--- src/inc/fam_defines.svh ---
// Register offsets, field positions, codes and octet positions of the framer
`ifndef FAM_DEFINES_SVH
`define FAM_DEFINES_SVH
`define FAM_REG_CTRL 6'h00
`define FAM_REG_HDR 6'h04
`define FAM_REG_OPT 6'h08
`define FAM_REG_PATH 6'h0c
`define FAM_REG_STAT 6'h10
`define FAM_REG_MASK 6'h14
`define FAM_REG_RQID 6'h18
`define FAM_REG_RQSPEC 6'h1c
`define FAM_REG_RQRSPEC 6'h20
`define FAM_REG_RQFLAG 6'h24
`define FAM_CTRL_START 0
`define FAM_CTRL_BUSY 1
`define FAM_HDR_ORIG 7:0
`define FAM_HDR_FLOW 15:8
`define FAM_HDR_CODE 23:16
`define FAM_HDR_ENDP 31:24
`define FAM_OPT_ATTR_LO 7:0
`define FAM_OPT_ATTR_HI 15:8
`define FAM_OPT_DIR 16
`define FAM_OPT_TUN 17
`define FAM_OPT_CNT 23:20
`define FAM_OPT_REV 31:24
`define FAM_PATH_DATA 7:0
`define FAM_PATH_IDX 12:8
`define FAM_RC_SUCCESS 8'h00
`define FAM_RC_MAXFLOWS 8'h01
`define FAM_RC_NOCAP 8'h02
`define FAM_DIR_UNI 8'h00
`define FAM_DIR_BIDIR 8'h01
`define FAM_TUN_DIRECT 8'h00
`define FAM_TUN_RELAY 8'h01
`define FAM_NO_ORIG 5'd0
`define FAM_NO_FLOW 5'd1
`define FAM_NO_CODE 5'd2
`define FAM_NO_ATTR_LO 5'd3
`define FAM_NO_ATTR_HI 5'd4
`define FAM_NO_DIR 5'd5
`define FAM_SPEC_LEN 4
`define FAM_RSPEC_LEN 4
`define FAM_PATH_DEPTH 32
`define FAM_NEV 4
`define FAM_EV_SENT 0
`define FAM_EV_RQ_OK 1
`define FAM_EV_RQ_BAD 2
`define FAM_EV_REFUSE 3
`define FAM_RQ_ORIG 6'd0
`define FAM_RQ_FLOW 6'd1
`define FAM_RQ_SPEC 2
`define FAM_RQ_DIR (6'd`FAM_SPEC_LEN + 6'd3)
`define FAM_RQ_REV (6'd`FAM_SPEC_LEN + 6'd4)
`define FAM_RQ_RSPEC (`FAM_SPEC_LEN + 5)
`define FAM_RQ_LEN_UNI (6'd`FAM_SPEC_LEN + 6'd4)
`define FAM_RQ_LEN_BMIN (6'd`FAM_SPEC_LEN + 6'd5)
`define FAM_RQ_LEN_BFULL (6'd`FAM_SPEC_LEN + 6'd5 + 6'd`FAM_RSPEC_LEN)
`endif

--- src/inc/fam_pkg.sv ---
// Types shared by the framer modules
`include "fam_defines.svh"
package fam_pkg;
	typedef enum logic [2:0] {ST_IDLE, ST_HDR, ST_REV, ST_TUN, ST_END, ST_CNT,
		ST_LIST} fam_tx_st_t;
	typedef struct packed {
		logic waitreq;
		logic [31:0] rdata;
		logic [31:0] hdr;
		logic [31:0] opt;
		logic [`FAM_NEV-1:0] mask;
		fam_tx_st_t st;
		logic [4:0] idx;
		logic [7:0] tx_data;
		logic tx_valid;
		logic tx_last;
		logic rx_rdy;
	} fam_top_st_t;
	typedef struct packed {
		logic [5:0] cnt;
		logic [7:0] orig;
		logic [7:0] flow;
		logic [`FAM_SPEC_LEN*8-1:0] spec;
		logic [7:0] dir;
		logic [7:0] rev;
		logic [`FAM_RSPEC_LEN*8-1:0] rspec;
		logic rspec_ok;
		logic done;
		logic bad;
	} fam_prs_st_t;
	typedef struct packed {
		logic [`FAM_NEV-1:0] status;
		logic irq;
	} fam_irq_st_t;
endpackage : fam_pkg

--- src/inc/fam_rq_if.sv ---
// Parsed flow-change request handed from the parser to the framer top
`timescale 1ns/100ps
`default_nettype none
`include "fam_defines.svh"
interface fam_rq_if;
	logic [7:0] orig;
	logic [7:0] flow;
	logic [`FAM_SPEC_LEN*8-1:0] spec;
	logic [7:0] dir;
	logic [7:0] rev;
	logic [`FAM_RSPEC_LEN*8-1:0] rspec;
	logic rspec_ok;
	logic done;
	logic bad;
	modport prs (output orig, flow, spec, dir, rev, rspec, rspec_ok, done, bad);
	modport top (input orig, flow, spec, dir, rev, rspec, rspec_ok, done, bad);
endinterface : fam_rq_if
`default_nettype wire

--- src/hw/fam_framer.sv ---
// Flow-established notice builder and flow-change request receiver
//
// Summary of operation
// Node sends notice once setup completes, forward and reverse flow reported
// Octet 0 originator identifier, octet 1 flow identifier
// Octet 2 result code 0x00..0x02; reserved codes never sent
// Octets 3-4 rejected attributes, meaningful only for code 0x02
// Octet 5 is 0x01 for bidirectional, else zero
// Octet 6 reverse flow identifier only when bidirectional
// Tunnel octet 0x00 direct, 0x01 tunnel
// Endpoint node identifier octet follows the tunnel octet
// Relay path list appended only when tunnel is one
// Direction flag picks unidirectional or bidirectional list layout
// Unidirectional list: count n then n hop identifiers
// Bidirectional list: count then forward/reverse pairs to octet 2n
// Tunnel notice lists every hop, plus reverse hops if bidirectional
// Master sends change request to originator, both ends if bidirectional
// Request: originator, flow, then N-byte proposed specification
// Request octet N+3 direction, one bidirectional
// Reverse identifier and reverse specification only when direction is one
// Bidirectional change may cover one or both directions; accept either
// Request octet N+2 undefined; skipped unchecked
//
// The Avalon-MM register port and the address map were left to the implementer.
`timescale 1ns/100ps
`default_nettype none
`include "fam_defines.svh"
module fam_framer (
	input wire logic ref_clk,
	input wire logic resetn,
	input wire logic [5:0] avs_address,
	input wire logic avs_read,
	input wire logic avs_write,
	input wire logic [31:0] avs_writedata,
	output logic [31:0] avs_readdata,
	output logic avs_waitrequest,
	output logic [7:0] tx_data,
	output logic tx_valid,
	output logic tx_last,
	input wire logic tx_ready,
	input wire logic [7:0] rx_data,
	input wire logic rx_valid,
	input wire logic rx_last,
	output logic rx_ready,
	output logic irq
);
	import fam_pkg::*;

	fam_top_st_t r, n;
	fam_rq_if rq ();
	logic [7:0] path_mem [`FAM_PATH_DEPTH];
	logic [`FAM_NEV-1:0] ev;
	logic [`FAM_NEV-1:0] clr;
	logic [`FAM_NEV-1:0] status;
	logic path_we;
	logic wr_acc;

	fam_rq_parser u_parser (
		.ref_clk(ref_clk),
		.resetn(resetn),
		.rx_data(rx_data),
		.rx_valid(rx_valid && r.rx_rdy),
		.rx_last(rx_last),
		.rq(rq.prs)
	);

	fam_irq u_irq (
		.ref_clk(ref_clk),
		.resetn(resetn),
		.ev(ev),
		.clr(clr),
		.mask(r.mask),
		.status(status),
		.irq(irq)
	);

	// Writes land on the edge where waitrequest is seen low
	assign wr_acc = avs_write && !r.waitreq;
	assign path_we = wr_acc && (avs_address == `FAM_REG_PATH);

	always_comb begin
		logic [4:0] entries;
		logic load;
		logic [7:0] code;
		logic bidir;
		logic tunnel;
		entries = '0;
		load = 1'b0;
		code = r.hdr[`FAM_HDR_CODE];
		bidir = r.opt[`FAM_OPT_DIR];
		tunnel = r.opt[`FAM_OPT_TUN];
		n = r;
		ev = '0;
		clr = '0;
		n.rx_rdy = 1'b1;

		// One wait cycle, then a one-cycle answer
		n.waitreq = !((avs_read || avs_write) && r.waitreq);
		if ((avs_read || avs_write) && r.waitreq) begin
			unique case (avs_address)
				`FAM_REG_CTRL: n.rdata = {30'h0,
					(r.st != ST_IDLE) || r.tx_valid, 1'b0};
				`FAM_REG_HDR: n.rdata = r.hdr;
				`FAM_REG_OPT: n.rdata = r.opt;
				`FAM_REG_STAT: n.rdata = {{(32-`FAM_NEV){1'b0}}, status};
				`FAM_REG_MASK: n.rdata = {{(32-`FAM_NEV){1'b0}}, r.mask};
				`FAM_REG_RQID: n.rdata = {rq.rev, 7'h00, rq.dir[0], rq.flow,
					rq.orig};
				`FAM_REG_RQSPEC: n.rdata = rq.spec;
				`FAM_REG_RQRSPEC: n.rdata = rq.rspec;
				`FAM_REG_RQFLAG: n.rdata = {31'h0, rq.rspec_ok};
				default: n.rdata = '0;
			endcase
		end

		if (wr_acc) begin
			unique case (avs_address)
				`FAM_REG_HDR: n.hdr = avs_writedata;
				`FAM_REG_OPT: n.opt = avs_writedata;
				`FAM_REG_MASK: n.mask = avs_writedata[`FAM_NEV-1:0];
				`FAM_REG_STAT: clr = avs_writedata[`FAM_NEV-1:0];
				default: ;
			endcase
		end

		// Start is ignored until the last octet of a notice is loaded, even while that octet is still waiting to leave
		if (wr_acc && (avs_address == `FAM_REG_CTRL) &&
			avs_writedata[`FAM_CTRL_START] && (r.st == ST_IDLE)) begin
			if (code > `FAM_RC_NOCAP) begin
				ev[`FAM_EV_REFUSE] = 1'b1;
			end else begin
				n.st = ST_HDR;
				n.idx = '0;
			end
		end

		entries = bidir ? {r.opt[`FAM_OPT_CNT], 1'b0} :
			{1'b0, r.opt[`FAM_OPT_CNT]};

		if (r.tx_valid && tx_ready) begin
			n.tx_valid = 1'b0;
			if (r.tx_last) ev[`FAM_EV_SENT] = 1'b1;
		end

		load = (r.st != ST_IDLE) && (!r.tx_valid || tx_ready);
		if (load) begin
			n.tx_valid = 1'b1;
			n.tx_last = 1'b0;
			unique case (r.st)
				ST_IDLE: ;
				ST_HDR: begin
					n.idx = r.idx + 5'd1;
					case (r.idx)
						`FAM_NO_ORIG: n.tx_data = r.hdr[`FAM_HDR_ORIG];
						`FAM_NO_FLOW: n.tx_data = r.hdr[`FAM_HDR_FLOW];
						`FAM_NO_CODE: n.tx_data = code;
						// Attributes zeroed unless capacity was short
						`FAM_NO_ATTR_LO: n.tx_data = (code == `FAM_RC_NOCAP) ?
							r.opt[`FAM_OPT_ATTR_LO] : 8'h00;
						`FAM_NO_ATTR_HI: n.tx_data = (code == `FAM_RC_NOCAP) ?
							r.opt[`FAM_OPT_ATTR_HI] : 8'h00;
						`FAM_NO_DIR: begin
							n.tx_data = bidir ? `FAM_DIR_BIDIR : `FAM_DIR_UNI;
							n.st = bidir ? ST_REV : ST_TUN;
						end
						default: n.tx_data = 8'h00;
					endcase
				end
				ST_REV: begin
					n.tx_data = r.opt[`FAM_OPT_REV];
					n.st = ST_TUN;
				end
				ST_TUN: begin
					n.tx_data = tunnel ? `FAM_TUN_RELAY : `FAM_TUN_DIRECT;
					n.st = ST_END;
				end
				ST_END: begin
					n.tx_data = r.hdr[`FAM_HDR_ENDP];
					n.tx_last = !tunnel;
					n.st = tunnel ? ST_CNT : ST_IDLE;
				end
				ST_CNT: begin
					n.tx_data = {4'h0, r.opt[`FAM_OPT_CNT]};
					n.tx_last = (entries == 5'd0);
					n.st = (entries == 5'd0) ? ST_IDLE : ST_LIST;
					n.idx = '0;
				end
				ST_LIST: begin
					// Bidirectional pairs sit forward then reverse
					n.tx_data = path_mem[r.idx];
					n.idx = r.idx + 5'd1;
					n.tx_last = (r.idx == entries - 5'd1);
					if (r.idx == entries - 5'd1) n.st = ST_IDLE;
				end
			endcase
		end

		ev[`FAM_EV_RQ_OK] = rq.done;
		ev[`FAM_EV_RQ_BAD] = rq.bad;
	end

	always_ff @(posedge ref_clk or negedge resetn) begin
		if (!resetn) begin
			r <= '0;
			r.waitreq <= 1'b1;
		end else begin
			r <= n;
		end
	end

	// Hop list storage; rewriting it mid-notice alters the bytes still to go
	always_ff @(posedge ref_clk) begin
		if (path_we) path_mem[avs_writedata[`FAM_PATH_IDX]] <=
			avs_writedata[`FAM_PATH_DATA];
	end

	assign avs_readdata = r.rdata;
	assign avs_waitrequest = r.waitreq;
	assign tx_data = r.tx_data;
	assign tx_valid = r.tx_valid;
	assign tx_last = r.tx_last;
	assign rx_ready = r.rx_rdy;
endmodule : fam_framer
`default_nettype wire

--- src/hw/fam_irq.sv ---
// Sticky event status with mask and level interrupt
`timescale 1ns/100ps
`default_nettype none
`include "fam_defines.svh"
module fam_irq (
	input wire logic ref_clk,
	input wire logic resetn,
	input wire logic [`FAM_NEV-1:0] ev,
	input wire logic [`FAM_NEV-1:0] clr,
	input wire logic [`FAM_NEV-1:0] mask,
	output logic [`FAM_NEV-1:0] status,
	output logic irq
);
	import fam_pkg::*;
	fam_irq_st_t r, n;
	always_comb begin
		n = r;
		// Set wins over a clear in the same cycle
		n.status = (r.status & ~clr) | ev;
		n.irq = |(n.status & mask);
	end
	always_ff @(posedge ref_clk or negedge resetn) begin
		if (!resetn) begin
			r <= '0;
		end else begin
			r <= n;
		end
	end
	assign status = r.status;
	assign irq = r.irq;
endmodule : fam_irq
`default_nettype wire

--- src/hw/fam_rq_parser.sv ---
// Parser for the flow-change request payload
`timescale 1ns/100ps
`default_nettype none
`include "fam_defines.svh"
module fam_rq_parser (
	input wire logic ref_clk,
	input wire logic resetn,
	input wire logic [7:0] rx_data,
	input wire logic rx_valid,
	input wire logic rx_last,
	fam_rq_if.prs rq
);
	import fam_pkg::*;
	fam_prs_st_t r, n;
	always_comb begin
		logic [5:0] len;
		logic good;
		len = '0;
		good = 1'b0;
		n = r;
		n.done = 1'b0;
		n.bad = 1'b0;
		if (rx_valid) begin
			if (r.cnt == `FAM_RQ_ORIG) n.orig = rx_data;
			if (r.cnt == `FAM_RQ_FLOW) n.flow = rx_data;
			for (int k = 0; k < `FAM_SPEC_LEN; k++) begin
				if (r.cnt == 6'(`FAM_RQ_SPEC + k)) n.spec[k*8 +: 8] = rx_data;
			end
			// Spare octet before the direction field is never examined

			if (r.cnt == `FAM_RQ_DIR) n.dir = rx_data;
			if (r.cnt == `FAM_RQ_REV) n.rev = rx_data;
			for (int k = 0; k < `FAM_RSPEC_LEN; k++) begin
				if (r.cnt == 6'(`FAM_RQ_RSPEC + k)) n.rspec[k*8 +: 8] = rx_data;
			end
			if (!(&r.cnt)) n.cnt = r.cnt + 6'h01;
			if (rx_last) begin
				n.cnt = '0;
				len = r.cnt + 6'h01;
				if (n.dir == `FAM_DIR_UNI) begin
					good = (len == `FAM_RQ_LEN_UNI);
					n.rspec_ok = 1'b0;
				end else if (n.dir == `FAM_DIR_BIDIR) begin
					// Either one direction or both may be revised
					good = (len == `FAM_RQ_LEN_BMIN) || (len == `FAM_RQ_LEN_BFULL);
					n.rspec_ok = (len == `FAM_RQ_LEN_BFULL);
				end
				n.done = good;
				n.bad = !good;
			end
		end
	end
	always_ff @(posedge ref_clk or negedge resetn) begin
		if (!resetn) begin
			r <= '0;
		end else begin
			r <= n;
		end
	end
	assign rq.orig = r.orig;
	assign rq.flow = r.flow;
	assign rq.spec = r.spec;
	assign rq.dir = r.dir;
	assign rq.rev = r.rev;
	assign rq.rspec = r.rspec;
	assign rq.rspec_ok = r.rspec_ok;
	assign rq.done = r.done;
	assign rq.bad = r.bad;
endmodule : fam_rq_parser
`default_nettype wire

--- config.mk ---
export PLATFORM = sky130hd
export DESIGN_NAME = fam_framer
export DESIGN_NICKNAME = d
export VERILOG_FILES = /design/src/inc/fam_pkg.sv /design/src/inc/fam_rq_if.sv /design/src/hw/fam_framer.sv /design/src/hw/fam_irq.sv /design/src/hw/fam_rq_parser.sv
export VERILOG_INCLUDE_DIRS = /design/src /design/src/inc
export SDC_FILE = /design/constraint.sdc
export NUM_CORES = 1
export LEC_CHECK = 0
export BUFFER_PORTS_ARGS = -buffer_cell sky130_fd_sc_hd__buf_2
export CORE_MARGIN = 2
export CORE_UTILIZATION = 35
export DETAILED_ROUTE_END_ITERATION = 10
export MAX_ROUTING_LAYER = met4
export PLACE_DENSITY = 0.58
export SETUP_SLACK_MARGIN = 0.1
export SYNTH_ARGS = -nofsm -noshare
export SYNTH_HDL_FRONTEND = slang
export SYNTH_SLANG_ARGS = --single-unit
--- constraint.sdc ---
create_clock -name ref_clk -period 5.9 [get_ports ref_clk]
set_clock_uncertainty 0.1 [all_clocks]
set_input_delay 0.295 -clock ref_clk [delete_from_list [all_inputs] [get_ports ref_clk]]
set_output_delay 0.295 -clock ref_clk [all_outputs]
set_load 0.03 [all_outputs]
==> reports/metrics.yaml <==
outcome: "finished, final reports clean"
wl_um: 57300
ir_worst_vdd_mv: 0.182
crit_chain: "nor4b_4, nand4_1, nor2_1, nand2_1, nor2_1"
setup_viol: 0
synth.top_cell.area_share: 0.361
post-route-util: 0.401
period_minus_slack_ns: 3.16
yosys-top-cells-area: "edfxtp_1 36%, dfrtp_1 27%, mux2_2 9.0%, mux4_2 6.4%, buf_4 1.6%"
final_cells: 2307
syn_inst: 1419
crit_type: "reg2reg"
grt_pass1_wl_um: 87600
synthArstFlopShare: 0.473
hold_viol_final: 0
core_area_um2: 60200
grt_pass1_vias: 13400
layout_commonest_cell: "edfxtp_1"
drv_cap: 0
synth_cell_type_count: 77
rows: 90
dpl_worst_slack_ns: 2.55
p_per_area_nw_per_um2: 384
layout-drive-gt1-share: 0.297
clkLatencyLatePin_ns: 0.60
hp-class: "in2reg"
post_cts_resized: 0
cp-start-kind: "register"
io_buffers: 97
cp_slowest_cell: "nor2_1"
ys.flop_type: "edfxtp_1"
fill_cells: 5451
period_share: 0.536
cp_max_fo: 8
crit_arrival_ns: 3.28
dp_hpwl_um: 37800
synthToLayoutAreaGrowth_pct: 13.6
cp.required_ns: 6.02
die_width_um: 251
cts_buffers: 50
cts_buffer_depth: 3
slowest_delay_ns: 0.67
drt_pass1_iterations: 6
crit_path_frequent_cell: "nor2_1"
die_h_um: 251
num-nets-final: 1546
vias: 13000
synth_nets: 1481
setup_ws_ns: 2.74
grt-ovfl-total: 0
h-tree-depth: 2
drt_iter0_drc: 1309
rsz0062_at_grt: "no"
slew_headroom: 0.218
drc: 0
wl_per_cell_um: 24.8
fmax_ghz: 0.316
cts_tree: "built"
endpoint_kind: "register"
synth_warnings: 0
fin_area_um2: 24200
holdWs_ns: 0.0208
clkTransAtPathRegs_ns: 0.06
synth_largest_area_cell: "edfxtp_1"
cts_root_buf: "clkbuf_16"
worst_pin_slew_ns: 1.16
grt_max_degree: 125
post_cts_buffers: 0
antenna_left: 0
synth-edff-count: 256
antenna_found_initial: 3
slew_viol_final: 0
cts_hold_buffers: 26
placed_cells: 2188
p_total_mw: 9.28
setup_tns_ns: 0
synth_area_per_cell_um2: 15.0
pin_count: 98
die-area_um2: 62800
cts.sinks: 486
place_area_um2: 22200
final_cell_mix: "256 x edfxtp_1, 226 x dfrtp_1, 171 x mux2_2, 96 x buf_2, 71 x nor2_1"
yosys_register_bits: 486
initial_utilization: 0.353
gp_congestion: 0.856
track_usage: 0.190
routed_via_density: 5.62
synth.cell_area_um2: 21300
yosysSeqAreaShare: 0.632
p_leak_nw: 9.45
[Yosys cell counts, types with 8 or more instances]
cell	n
nor2b_1	13
o211ai_1	11
a222oi_1	33
buf_2	27
inv_1	16
edfxtp_1	256
a21o_1	36
nor2_1	71
o21ai_1	8
clkbuf_1	44
mux2_2	171
a22oi_1	42
a31oi_1	9
buf_4	46
o21ai_0	31
dfrtp_1	229
ha_1	9
nand4_1	12
mux4_2	60
mux2i_1	14
mux4_1	8
o22ai_1	12
a21oi_1	44
nand2_1	69
nand3_1	16
nand2b_1	12
[final timing paths]
path | endpoint | start | depth (start not counted) | slack [ns]
max in group asynchronous | r[11]$_DFF_PN0_ | resetn | 3 | 4.26
min reg2reg | avs_readdata[25]$_DFFE_PN0P_ | avs_readdata[25]$_DFFE_PN0P_ | 1 | 0.37
min | avs_waitrequest$_DFF_PN1_ | avs_read | 3 | 0.02
min in group asynchronous | u_parser.r[101]$_DFFE_PN0P_ | resetn | 2 | 0.26
max reg2reg | path_mem[21][6]$_DFFE_PP_ | avs_waitrequest$_DFF_PN1_ | 5 | 2.74
max | path_mem[21][6]$_DFFE_PP_ | avs_waitrequest$_DFF_PN1_ | 5 | 2.74
[final cells by class]
class | count | area (µm²) | area share
tap | 782 | 978 | 0.0405
sequential | 486 | 13500 | 0.556
timing repair buffer | 141 | 903 | 0.0374
inverter | 18 | 67.6 | 0.00279
clock inverter | 23 | 298 | 0.0123
multi-input combinational | 787 | 7050 | 0.292
antenna | 2 | 5.00 | 0.000207
clock buffer | 68 | 1420 | 0.0587
[critical path: cells and delay by family (launching register included)]
kind	cells	cell delay (ns)
AND/OR/NAND/NOR	5	2.27
flip-flops	1	0.40
[kinds of logic after synthesis]
family,after synthesis,share of synthesized area
buffers and inverters,146,0.0377
adders and majority gates,9,0.00529
AOI/OAI and AO/OA,268,0.0900
DFF,486,0.632
other,1,0.000176
xor gates and xnor gates,4,0.00165
and+or+nand+nor,252,0.0630
muxes,253,0.170
[flip-flops by register name, summed over array words and instances, names as in the netlist, 4 cells and up]
| name | cells |
|---|---|
| u_parser.r | 6 |
| path_mem | 256 |
| u_parser.rq.orig | 8 |
| tx_data | 8 |
| avs_readdata | 32 |
| u_parser.rq.rspec | 32 |
| u_parser.rq.rev | 8 |
| u_parser.rq.dir | 8 |
| u_irq.status | 4 |
| u_parser.rq.flow | 8 |
| r | 76 |
| u_parser.rq.spec | 32 |
[report_power, final]
| part | internal, mW | total, mW | switching, mW |
|---|---|---|---|
| Combinational | 0.828 | 1.88 | 1.05 |
| Clock | 1.99 | 3.30 | 1.31 |
| Sequential | 3.80 | 4.10 | 0.301 |
[per-layer routing]
| layer | track usage | wire length [µm] | vias up |
|---|---|---|---|
| li1 | - | - | 5631 |
| met2 | 0.293 | 26900 | 497 |
| met1 | 0.252 | 24900 | 6761 |
| met4 | 0.0532 | 1450 | 0 |
| met3 | 0.0415 | 4010 | 82 |
| met5 | - | 0 | - |
(Power assumes the default switching activity.)
